[config.mk]
export PLATFORM = sky130hd
export DESIGN_NAME = tlrb_bank
export DESIGN_NICKNAME = d
export VERILOG_FILES = /design/src/design/tlrb_pkg.sv /design/src/design/tlrb_bank.sv
export SDC_FILE = /design/constraint.sdc
export NUM_CORES = 2
export LEC_CHECK = 0
export ABC_AREA = 0
export BUFFER_PORTS_ARGS = -buffer_cell sky130_fd_sc_hd__buf_2
export CAP_MARGIN = 10
export CELL_PAD_IN_SITES_DETAIL_PLACEMENT = 1
export CELL_PAD_IN_SITES_GLOBAL_PLACEMENT = 2
export CORE_MARGIN = 1.5
export CORE_UTILIZATION = 41
export DETAILED_ROUTE_END_ITERATION = 10
export PLACE_DENSITY_LB_ADDON = 0.1
export SKIP_CTS_REPAIR_TIMING = 1
export SLEW_MARGIN = 20
export SYNTH_ARGS = -nofsm -noshare
export SYNTH_HDL_FRONTEND = slang
export SYNTH_SLANG_ARGS = --single-unit
[constraint.sdc]
create_clock -name mclk -period 5.5 [get_ports mclk]
set_input_delay 0.275 -clock mclk [delete_from_list [all_inputs] [get_ports mclk]]
set_output_delay 0.275 -clock mclk [all_outputs]
set_load 0.02 [all_outputs]
[src/design/tlrb_pkg.sv]
// constants for the tester long register bank
package tlrb_pkg;
  localparam int DATA_W = 15;
  localparam int RANKS = 8;
  localparam int PINS_PER_RANK = 15;
  localparam int PINS = 120;
  localparam int IDENT_W = 12;
  localparam int SEL_W = 4;
  // register select codes presented with each long-register access
  localparam logic [3:0] SEL_DIRECTION = 4'h0;
  localparam logic [3:0] SEL_MASK = 4'h1;
  localparam logic [3:0] SEL_PATTERN = 4'h2;
  localparam logic [3:0] SEL_REFSEL = 4'h3;
  localparam logic [3:0] SEL_COMPARE = 4'h4;
  localparam logic [3:0] SEL_RELAY = 4'h5;
  localparam logic [3:0] SEL_PIN_SELECT = 4'h6;
  localparam logic [3:0] SEL_FIXTURE = 4'h7;
  localparam logic [3:0] SEL_STATEMENT = 4'h8;
  localparam logic [3:0] SEL_SYNC = 4'h9;
  localparam logic [3:0] SEL_FORCE = 4'ha;
  localparam logic [3:0] SEL_SENSE = 4'hb;
  localparam logic [3:0] SEL_PANEL = 4'hc;
  localparam logic [3:0] SEL_TRIP = 4'hd;
  // pin select fields
  localparam int PSEL_W = 9;
  localparam int PSEL_PIN_LSB = 0;
  localparam int PSEL_RANK_LSB = 4;
  localparam int PSEL_NODE_BIT = 7;
  localparam int PSEL_COND_BIT = 8;
  // sync control fields
  localparam int SYNC_W = 8;
  localparam int SYNC_GEN_LSB = 4;
  // force supply fields
  localparam int FORCE_W = 14;
  localparam int FORCE_POL_BIT = 10;
  localparam int FORCE_RANGE_LSB = 11;
  localparam int FORCE_MODE_BIT = 13;
  // sense level fields
  localparam int SENSE_W = 14;
  localparam int SENSE_CLAMP_EN_BIT = 4;
  localparam int SENSE_CLAMP_POS_BIT = 6;
  localparam int SENSE_CLAMP_NEG_BIT = 7;
  localparam int SENSE_RANGE_EN_BIT = 10;
  localparam int SENSE_RANGE_LSB = 11;
  localparam int SENSE_MODE_BIT = 13;
  localparam logic [13:0] SENSE_CLAMP_MASK = 14'h00df;
  localparam logic [13:0] SENSE_RANGE_MASK = 14'h1800;
  localparam logic [13:0] SENSE_ENABLE_MASK = 14'h0400;
  // threshold trip fields
  localparam int TRIP_POL_BIT = 10;
  localparam int TRIP_RANGE_LSB = 11;
  localparam int TRIP_GT_BIT = 13;
  localparam int TRIP_FAIL_BIT = 14;
  localparam logic [14:0] TRIP_WRITE_MASK = 15'h27ff;
  // panel lamp positions
  localparam int LAMP_PARAM_FAIL = 10;
  localparam int LAMP_EOT = 14;
  // reset values
  localparam logic [14:0] RESET_WORD = 15'h0000;
endpackage

[src/design/tlrb_bank.sv]
// long register bank of a tester station with per-pin control and special registers
// Contract
// - relay bit one closes, zero opens
// - direction one drives pin, zero monitors
// - mask zero suppresses compare, one allows
// - pattern is forced or expected level
// - reference select zero first, one alternate
// - compare bit one fail, zero pass
// - pin select pin, rank, node, conditioner fields
// - fixture ident 12-bit read-only from jumpers
// - statement display 15-bit, drives indicators
// - display shows current or end statement
// - sync bits 0-3 enable sync, isolate pins
// - sync out is control AND pattern
// - force supply magnitude, polarity, range, mode
// - sense clamp magnitude, enable, pos, neg
// - sense bit 10 chooses range or clamp
// - sense mode complements force mode bit
// - panel 15-bit, bits 10-14 drive lamps
// - trip feeds converter, mirrors sense range
// - trip bit 13 selects greater or less
// - dc strobe samples comparator, sets bit 14
// - compare sets on mismatch of a masked-in monitored pin, or by a bus write
// - loads from bus bits 0-14 by rank
`timescale 1ns/1ps
module tlrb_bank (
  input wire logic mclk,
  input wire logic rst,
  input wire logic lrb_write,
  input wire logic lrb_read,
  input wire logic [3:0] lrb_select,
  input wire logic [2:0] lrb_rank,
  input wire logic [14:0] lrb_data,
  output logic [14:0] lrb_read_data,
  output logic lrb_read_valid,
  input wire logic [119:0] pin_sense,
  input wire logic neg_logic,
  input wire logic compare_strobe,
  input wire logic compare_clear,
  input wire logic [11:0] fixture_jumpers,
  input wire logic dc_comparator_above,
  input wire logic dc_strobe,
  output logic [119:0] pin_drive_enable,
  output logic [119:0] pin_force_level,
  output logic [119:0] pin_expect_level,
  output logic [119:0] pin_compare_enable,
  output logic [119:0] pin_alternate_ref,
  output logic [119:0] pin_relay_closed,
  output logic [119:0] pin_fail,
  output logic function_fail,
  output logic [8:0] pin_select,
  output logic [14:0] statement_display,
  output logic [3:0] sync_enable,
  output logic [3:0] sync_out,
  output logic [13:0] force_supply_setting,
  output logic [13:0] measure_sense_setting,
  output logic [14:0] panel_output_lamps,
  output logic [14:0] threshold_trip,
  output logic dc_fail
);

  logic [14:0] dir_bits [8];
  logic [14:0] mask_bits [8];
  logic [14:0] pat_bits [8];
  logic [14:0] ref_bits [8];
  logic [14:0] cmp_bits [8];
  logic [14:0] relay_bits [8];
  logic [8:0] psel;
  logic [14:0] stmt;
  logic [7:0] sync_ctl;
  logic [13:0] force_set;
  logic [12:0] sense_store;
  logic [13:0] sense_set;
  logic [14:0] panel;
  logic [14:0] trip_store;
  logic [14:0] trip_full;
  logic [119:0] sense_meta;
  logic [119:0] sense_sync;
  logic [11:0] ident_meta;
  logic [11:0] ident_sync;
  logic cmp_meta;
  logic cmp_sync;
  logic [14:0] next_read_data;

  // decoded write strobe for one register select code
  function automatic logic wr_hit(input logic we, input logic [3:0] sel, input logic [3:0] code);
    wr_hit = we && (sel == code);
  endfunction

  // pins and the comparator come from outside the clock domain
  always_ff @(posedge mclk) begin
    if (rst) begin
      sense_meta <= '0;
      sense_sync <= '0;
      ident_meta <= '0;
      ident_sync <= '0;
      cmp_meta <= 1'b0;
      cmp_sync <= 1'b0;
    end else begin
      sense_meta <= pin_sense;
      sense_sync <= sense_meta;
      ident_meta <= fixture_jumpers;
      ident_sync <= ident_meta;
      cmp_meta <= dc_comparator_above;
      cmp_sync <= cmp_meta;
    end
  end

  // per-pin rank registers, each rank loaded from the bus word
  always_ff @(posedge mclk) begin
    if (rst) begin
      for (int r = 0; r < tlrb_pkg::RANKS; r++) begin
        dir_bits[r] <= tlrb_pkg::RESET_WORD;
        mask_bits[r] <= tlrb_pkg::RESET_WORD;
        pat_bits[r] <= tlrb_pkg::RESET_WORD;
        ref_bits[r] <= tlrb_pkg::RESET_WORD;
        relay_bits[r] <= tlrb_pkg::RESET_WORD;
      end
    end else begin
      if (wr_hit(lrb_write, lrb_select, tlrb_pkg::SEL_DIRECTION)) begin
        dir_bits[lrb_rank] <= lrb_data;
      end
      if (wr_hit(lrb_write, lrb_select, tlrb_pkg::SEL_MASK)) begin
        mask_bits[lrb_rank] <= lrb_data;
      end
      if (wr_hit(lrb_write, lrb_select, tlrb_pkg::SEL_PATTERN)) begin
        pat_bits[lrb_rank] <= lrb_data;
      end
      if (wr_hit(lrb_write, lrb_select, tlrb_pkg::SEL_REFSEL)) begin
        ref_bits[lrb_rank] <= lrb_data;
      end
      if (wr_hit(lrb_write, lrb_select, tlrb_pkg::SEL_RELAY)) begin
        relay_bits[lrb_rank] <= lrb_data;
      end
    end
  end

  // compare results: a strobe mismatch sets a bit and wins over a bus write or clear
  always_ff @(posedge mclk) begin
    if (rst) begin
      for (int r = 0; r < tlrb_pkg::RANKS; r++) begin
        cmp_bits[r] <= tlrb_pkg::RESET_WORD;
      end
    end else begin
      for (int r = 0; r < tlrb_pkg::RANKS; r++) begin
        logic [14:0] keep;
        logic [14:0] miss;
        keep = cmp_bits[r];
        if (compare_clear) begin
          keep = '0;
        end
        if (wr_hit(lrb_write, lrb_select, tlrb_pkg::SEL_COMPARE) && (lrb_rank == 3'(r))) begin
          keep = lrb_data;
        end
        miss = '0;
        if (compare_strobe) begin
          for (int b = 0; b < tlrb_pkg::PINS_PER_RANK; b++) begin
            // only monitored outputs are judged; care bit gates the set
            miss[b] = mask_bits[r][b] && !dir_bits[r][b] &&
                      ((sense_sync[r * 15 + b] ^ neg_logic) != pat_bits[r][b]);
          end
        end
        cmp_bits[r] <= keep | miss;
      end
    end
  end

  always_ff @(posedge mclk) begin
    if (rst) begin
      psel <= '0;
    end else if (wr_hit(lrb_write, lrb_select, tlrb_pkg::SEL_PIN_SELECT)) begin
      psel <= lrb_data[8:0];
    end
  end

  always_ff @(posedge mclk) begin
    if (rst) begin
      stmt <= tlrb_pkg::RESET_WORD;
    end else if (wr_hit(lrb_write, lrb_select, tlrb_pkg::SEL_STATEMENT)) begin
      // software loads current or end statement number per mode
      stmt <= lrb_data;
    end
  end

  always_ff @(posedge mclk) begin
    if (rst) begin
      sync_ctl <= '0;
    end else if (wr_hit(lrb_write, lrb_select, tlrb_pkg::SEL_SYNC)) begin
      sync_ctl <= lrb_data[7:0];
    end
  end

  always_ff @(posedge mclk) begin
    if (rst) begin
      force_set <= '0;
    end else if (wr_hit(lrb_write, lrb_select, tlrb_pkg::SEL_FORCE)) begin
      force_set <= lrb_data[13:0];
    end
  end

  // range enable bit in the written word picks which field group is open
  always_ff @(posedge mclk) begin
    if (rst) begin
      sense_store <= '0;
    end else if (wr_hit(lrb_write, lrb_select, tlrb_pkg::SEL_SENSE)) begin
      if (lrb_data[tlrb_pkg::SENSE_RANGE_EN_BIT]) begin
        sense_store <= (sense_store & ~tlrb_pkg::SENSE_RANGE_MASK[12:0] & ~tlrb_pkg::SENSE_ENABLE_MASK[12:0]) |
                       (lrb_data[12:0] & (tlrb_pkg::SENSE_RANGE_MASK[12:0] |
                       tlrb_pkg::SENSE_ENABLE_MASK[12:0]));
      end else begin
        sense_store <= (sense_store & ~tlrb_pkg::SENSE_CLAMP_MASK[12:0] & ~tlrb_pkg::SENSE_ENABLE_MASK[12:0]) |
                       (lrb_data[12:0] & tlrb_pkg::SENSE_CLAMP_MASK[12:0]);
      end
    end
  end

  // measure mode is never stored: it cannot drift from the force mode
  always_comb begin
    sense_set = {~force_set[tlrb_pkg::FORCE_MODE_BIT], sense_store};
  end

  always_ff @(posedge mclk) begin
    if (rst) begin
      panel <= tlrb_pkg::RESET_WORD;
    end else if (wr_hit(lrb_write, lrb_select, tlrb_pkg::SEL_PANEL)) begin
      panel <= lrb_data;
    end
  end

  // trip word: software bits plus the strobe verdict; the strobe wins over a write
  always_ff @(posedge mclk) begin
    if (rst) begin
      trip_store <= tlrb_pkg::RESET_WORD;
    end else begin
      if (wr_hit(lrb_write, lrb_select, tlrb_pkg::SEL_TRIP)) begin
        trip_store <= lrb_data & tlrb_pkg::TRIP_WRITE_MASK;
      end
      if (dc_strobe) begin
        // greater-than criterion fails when below, less-than when above
        trip_store[tlrb_pkg::TRIP_FAIL_BIT] <= trip_store[tlrb_pkg::TRIP_GT_BIT] ?
                                               !cmp_sync : cmp_sync;
      end
    end
  end

  always_ff @(posedge mclk) begin
    if (rst) begin
      dc_fail <= 1'b0;
    end else begin
      dc_fail <= dc_strobe && (trip_store[tlrb_pkg::TRIP_GT_BIT] ? !cmp_sync : cmp_sync);
    end
  end

  always_comb begin
    trip_full = trip_store;
    trip_full[12:11] = sense_store[12:11];
  end

  // read mux: ident is taken straight from the synchronised jumpers
  always_comb begin
    next_read_data = '0;
    unique case (lrb_select)
      tlrb_pkg::SEL_DIRECTION: next_read_data = dir_bits[lrb_rank];
      tlrb_pkg::SEL_MASK: next_read_data = mask_bits[lrb_rank];
      tlrb_pkg::SEL_PATTERN: next_read_data = pat_bits[lrb_rank];
      tlrb_pkg::SEL_REFSEL: next_read_data = ref_bits[lrb_rank];
      tlrb_pkg::SEL_COMPARE: next_read_data = cmp_bits[lrb_rank];
      tlrb_pkg::SEL_RELAY: next_read_data = relay_bits[lrb_rank];
      tlrb_pkg::SEL_PIN_SELECT: next_read_data = {6'h00, psel};
      tlrb_pkg::SEL_FIXTURE: next_read_data = {3'h0, ident_sync};
      tlrb_pkg::SEL_STATEMENT: next_read_data = stmt;
      tlrb_pkg::SEL_SYNC: next_read_data = {7'h00, sync_ctl};
      tlrb_pkg::SEL_FORCE: next_read_data = {1'b0, force_set};
      tlrb_pkg::SEL_SENSE: next_read_data = {1'b0, sense_set};
      tlrb_pkg::SEL_PANEL: next_read_data = panel;
      tlrb_pkg::SEL_TRIP: next_read_data = trip_full;
      default: next_read_data = '0;
    endcase
  end

  always_ff @(posedge mclk) begin
    if (rst) begin
      lrb_read_data <= '0;
      lrb_read_valid <= 1'b0;
    end else begin
      lrb_read_valid <= lrb_read;
      if (lrb_read) begin
        lrb_read_data <= next_read_data;
      end
    end
  end

  // per-pin outputs flattened rank by rank, pin 0 of rank 0 in bit 0
  always_ff @(posedge mclk) begin
    if (rst) begin
      pin_drive_enable <= '0;
      pin_force_level <= '0;
      pin_expect_level <= '0;
      pin_compare_enable <= '0;
      pin_alternate_ref <= '0;
      pin_relay_closed <= '0;
      pin_fail <= '0;
      function_fail <= 1'b0;
    end else begin
      for (int r = 0; r < tlrb_pkg::RANKS; r++) begin
        pin_drive_enable[r * 15 +: 15] <= dir_bits[r];
        pin_force_level[r * 15 +: 15] <= pat_bits[r] & dir_bits[r];
        pin_expect_level[r * 15 +: 15] <= pat_bits[r] & ~dir_bits[r];
        pin_compare_enable[r * 15 +: 15] <= mask_bits[r];
        pin_alternate_ref[r * 15 +: 15] <= ref_bits[r];
        pin_relay_closed[r * 15 +: 15] <= relay_bits[r];
        pin_fail[r * 15 +: 15] <= cmp_bits[r];
      end
      function_fail <= (cmp_bits[0] | cmp_bits[1] | cmp_bits[2] | cmp_bits[3] |
                        cmp_bits[4] | cmp_bits[5] | cmp_bits[6] | cmp_bits[7]) != '0;
    end
  end

  // special register outputs; sync pins of rank 0 pattern drive the pulses
  always_ff @(posedge mclk) begin
    if (rst) begin
      pin_select <= '0;
      statement_display <= '0;
      sync_enable <= '0;
      sync_out <= '0;
      force_supply_setting <= '0;
      measure_sense_setting <= '0;
      panel_output_lamps <= '0;
      threshold_trip <= '0;
    end else begin
      pin_select <= psel;
      statement_display <= stmt;
      sync_enable <= sync_ctl[3:0];
      sync_out <= sync_ctl[7:4] & pat_bits[0][3:0];
      force_supply_setting <= force_set;
      measure_sense_setting <= sense_set;
      panel_output_lamps <= panel;
      threshold_trip <= trip_full;
    end
  end

endmodule

# After elaboration in Yosys (flattened, before gate mapping)
# Memories as Yosys holds them, arrays and structs flattened. A register that Yosys moved wholly into a read port is not among the register bits.
# Index checks and enable logic that the tools add are counted.
# op_classes
add_sub_neg,0
n_bitwise,171
n_mul,0
eq_ne,140
n_mux,86
shifts,0
reduce_logical,392
magnitude_cmp,0
n_div,0
# ops
cell,count
two-way mux 15 bit,54
logical AND 1 bit,262
AND 15 bit,16
bitwise OR 15 bit,15
case mux 15 bit (14 select lines),1
zero test 1 bit,121
!= test 1 bit,120
NOT 15 bit,8
bitwise XOR 1 bit,120
OR reduction 15 bit,5
two-way mux 1 bit,25
"== test 4 bit, second input constant",6
"== test 4 x 3 -> 1 bit, second input constant",4
two-way mux 3 bit,5
nonzero test 15 bit,1
two-way mux 13 bit,1
bitwise OR 10 x 13 -> 13 bit,1
bitwise OR 13 x 8 -> 13 bit,1
"== test 3 bit, second input constant",4
"== test 4 x 2 -> 1 bit, second input constant",2
bitwise OR 1 bit,8
"== test 3 x 2 -> 1 bit, second input constant",2
AND 4 bit,1
"== test 4 x 1 -> 1 bit, second input constant",1
5 further kinds,5
# totals
n_memories,6
mem_bits_rw,720
wordCells,826
romBits,0
ff_bits,1061
out_inout_bits,948
latch_bits,0
# memory_table
name,words,width,read_ports,rd_clocked_by_memory_dff,write_ports,line,text
cmp_bits,8,15,9,0,8,tlrb_bank.sv:66,logic [14:0] cmp_bits [8];
dir_bits,8,15,9,0,8,tlrb_bank.sv:62,logic [14:0] dir_bits [8];
mask_bits,8,15,9,0,8,tlrb_bank.sv:63,logic [14:0] mask_bits [8];
pat_bits,8,15,9,0,8,tlrb_bank.sv:64,logic [14:0] pat_bits [8];
ref_bits,8,15,9,8,8,tlrb_bank.sv:65,logic [14:0] ref_bits [8];
relay_bits,8,15,9,8,8,tlrb_bank.sv:67,logic [14:0] relay_bits [8];

# Longest topological paths before layout
# An unclocked memory read counts as a cell.
# logic_depth
depth_word,9
ltp_mapped,10
mapped_depth_nobuf,5

# Worst setup path before layout
# Ideal clock, no wire load.
# synth_timing
path_type,input port to flip-flop
startpoint,input lrb_rank[0]
endpoint,register lrb_read_data[0]
setup_ns,0.120
path_buffers,4
path_stages,8
path_slack_ns,3.433
required_ns,5.380
arrival_time_ns,1.948
cell_sequence,buf_6 > buf_6 > buf_6 > buf_4 > mux4_2 > a32oi_1 > nand4_1 > o31a_1
# synth_via
elab_chain_cells,2
elab_cells_between_ends,7
cone_classes,mux (1); memory (6)
# synth_lines
element,line,text
"start, declared",tlrb_bank.sv:32,"input wire logic [2:0] lrb_rank,"
memory (8 x 15 bit) (tied with other cells),--,
case mux 15 bit (14 select lines) *,tlrb_bank.sv:262,unique case (lrb_select)
"end signal, assigned",tlrb_bank.sv:288,lrb_read_data <= next_read_data;
"end, declared",tlrb_bank.sv:34,"output logic [14:0] lrb_read_data,"
# Mark *: on every way between the ends. The rest lies on a longest branch, timed or not.
# A chain may end at the register's enable or synchronous reset.

==> metrics <==
maximum clock path buffer count=3; largest net degree at the start of global routing=201; CTS Buf Count=209; # rows=155; overall routed net length=350 mm; Sw Share=25.9%; final hold slack=4.28 ps; DR pass1 iterations=7; # IOs=1111; gr ovfl total=0; most frequent cell after synthesis=dfxtp_1; Worst Skew=42.0 ps; first-pass GRT wire length=459 mm; Final Cycle Share=65.5%; Antenna Nets Post-Route=0; number of global-route vias before repair=52900; CTS tree=built; WL per Instance=35.9 um; Async S/R FF share, synth=0%; type of origin of the critical path=input pin; # fillers=18600; Hold Crit Class=input pin to register; synth unique cells=82; final non-filler cell total=9731; die height=427 um; total number of vias=55300; Area contributors post-synth=dfxtp_1 38%, edfxtp_1 24%, nor2b_1 8.1%; endpoints failing setup=0; DRT iter0 DRCs=7536; net load switching power=8.93 mW; core area=0.179 mm2; via-per-instance ratio=5.68; Layout area overhead=21.8%; WL met2=162 mm; max_cap viols=0; DRC=0; post-DP HPWL=261 mm; combinational share of power=8.6%; die area=0.183 mm2; die width=427 um; register area share after synthesis=62.7%; share of Yosys cell area claimed by the top area cell type=38.3%; Pwr Density=382 mW/mm2; top sig layer=met5; Max Slew Vio Count=0; Final Hold Viols=0; metal3 WL=33.4 mm; setup ws final=1900 ps; main flop type after synthesis=dfxtp_1; Met1 Wirelength=132 mm; P_int=25.5 mW; register area=0.0463 mm2; CP max FO=16; initial core utilization=41.3%; RSZ-0062 raised after global routing=no; crit path kind=input pin to register; initial antenna violation count=48; Fmax=0.278 GHz; layout cell share with drive strength beyond 1=24.0%; Clock Pin Slew Worst Setup and Hold Paths=60 ps; status=complete, no violations; Synth Register Bits=2013; Multi-input gate area=0.0256 mm2; synthesized cell area=0.0739 mm2; GP Congestion=0.991; Setup WS pre-CTS=1750 ps; worst skew pair latency=900 ps; max_slew headroom=13.8%; fin nets=7337; Sequential Power Share=48.5%; Clock power frac=42.9%; port buffer count=1107; CTS Root Cell=clkbuf_16; Synth Area per Inst=12.1 um2; CTS sink count=2013; YS warnings=0; area leader, netlist=dfxtp_1; CP Data Required Time=6030 ps; crit path DAT=4140 ps; Global Route Usage Sum=37.1%; EDFF count, synth=600; H-tree Lvls=4; Cells after Synth=6083; Placed Cells=9161; Setup crit end kind=register; Setup TNS Final=0 ps; commonest cells in the netlist=1413 x dfxtp_1, 961 x nor2b_1, 660 x and2_1; P_leak=35.7 nW; Max IR drop VDD=0.000278 V; post-route minimum period=3600 ps; Worst-Margin Slew=1280 ps
[worst paths after layout]
path                            startpoint                             end  slack, ps  cells past startpoint
max                              lrb_write    dir_bits[7][2]$_SDFFCE_PN0P_       1900                      7
min reg2reg       sense_meta[8]$_SDFF_PP0_        sense_sync[8]$_SDFF_PP0_        430                      1
max reg2reg  pat_bits[2][12]$_SDFFCE_PN0P_  lrb_read_data[12]$_SDFFE_PP0P_       2650                      5
min                            lrb_data[1]           panel[1]$_SDFFE_PP0P_          4                      3
[cell usage in the layout, fill, tap and decap left out, types with 27 or more instances in the layout]
master	count
xnor2_1	236
dlygate4sd3_1	157
or2_2	57
a31oi_1	102
nand2_1	284
o21ai_0	28
clkbuf_1	45
mux4_2	126
and3b_1	76
nor3b_1	152
dfxtp_1	1413
clkinv_2	31
nor4_1	34
clkbuf_8	53
nand4b_1	116
a21oi_1	139
mux2i_1	55
nor2b_1	960
nand3b_1	93
clkbuf_16	217
edfxtp_1	600
buf_4	69
nor2_1	111
a22oi_1	27
mux2_2	36
and2_1	660
o22ai_1	32
buf_2	1101
[cell families (layout without fill, tap and decap cells)]
family / count (synthesis) / after routing / share of synthesized area, %
flops: 2013 / 2013 / 62.7
simple gates: 2666 / 2666 / 22.4
mux: 217 / 217 / 5.14
buf+inv: 472 / 1740 / 2.74
other cells: 1 / 26 / 0.00508
compound gates: 473 / 473 / 4.21
xor+xnor: 241 / 241 / 2.86
[power by group through the flow]
stage	Combinational [mW]	Sequential [mW]	Clock, mW
2_1_floorplan	1.24	16.8	0
3_3_place_gp	2.78	17.0	0
3_5_place_dp	2.80	17.0	0
4_1_cts	2.81	16.7	14.9
5_1_grt	3.04	16.7	15.4
6_report	2.96	16.7	14.7
[state kept, by name (all words and copies together), names as in the netlist, 15 cells and up]
register,count
cmp_bits,120
dir_bits,120
lrb_read_data,15
mask_bits,120
panel,15
panel_output_lamps,15
pat_bits,120
pin_alternate_ref,120
pin_compare_enable,120
pin_drive_enable,120
pin_expect_level,120
pin_fail,120
pin_force_level,120
pin_relay_closed,120
ref_bits,120
relay_bits,120
sense_meta,120
sense_sync,120
statement_display,15
stmt,15
[stage by stage]
stage | instance area, um2 | util (%) | total power [mW]
floorplan | 73900 | - | 18.1
global placement | 81100 | 45.4 | 19.7
detailed placement | 81100 | 45.4 | 19.8
CTS | 88400 | 49.4 | 34.4
global route | 89900 | 50.3 | 35.1
finish | 90000 | 50.3 | 34.4
[routing by layer]
metal,GRT usage [%],vias to the layer above
met5,0,-
met4,20.5,16
li1,-,23000
met3,8.47,819
met2,59.1,3541
met1,46.4,28000
[final cells by class]
| cell class | count | share of cell area [%] |
|---|---|---|
| antenna | 23 | 0.0640 |
| clock buffer | 315 | 7.02 |
| clock inverter | 75 | 0.982 |
| inverter | 10 | 0.0417 |
| multi-input combinational | 3600 | 28.5 |
| sequential | 2013 | 51.5 |
| tap | 2355 | 3.27 |
| timing repair buffer | 1340 | 8.69 |
[worst max-delay path, stage by stage]
cell           delay [ps]
dlygate4sd3_1         570
buf_2                 300
inv_1                 320
nor2_1                570
nand2_1               720
nor2_1                880
or2_2                 470
(Power assumes the default switching activity.)
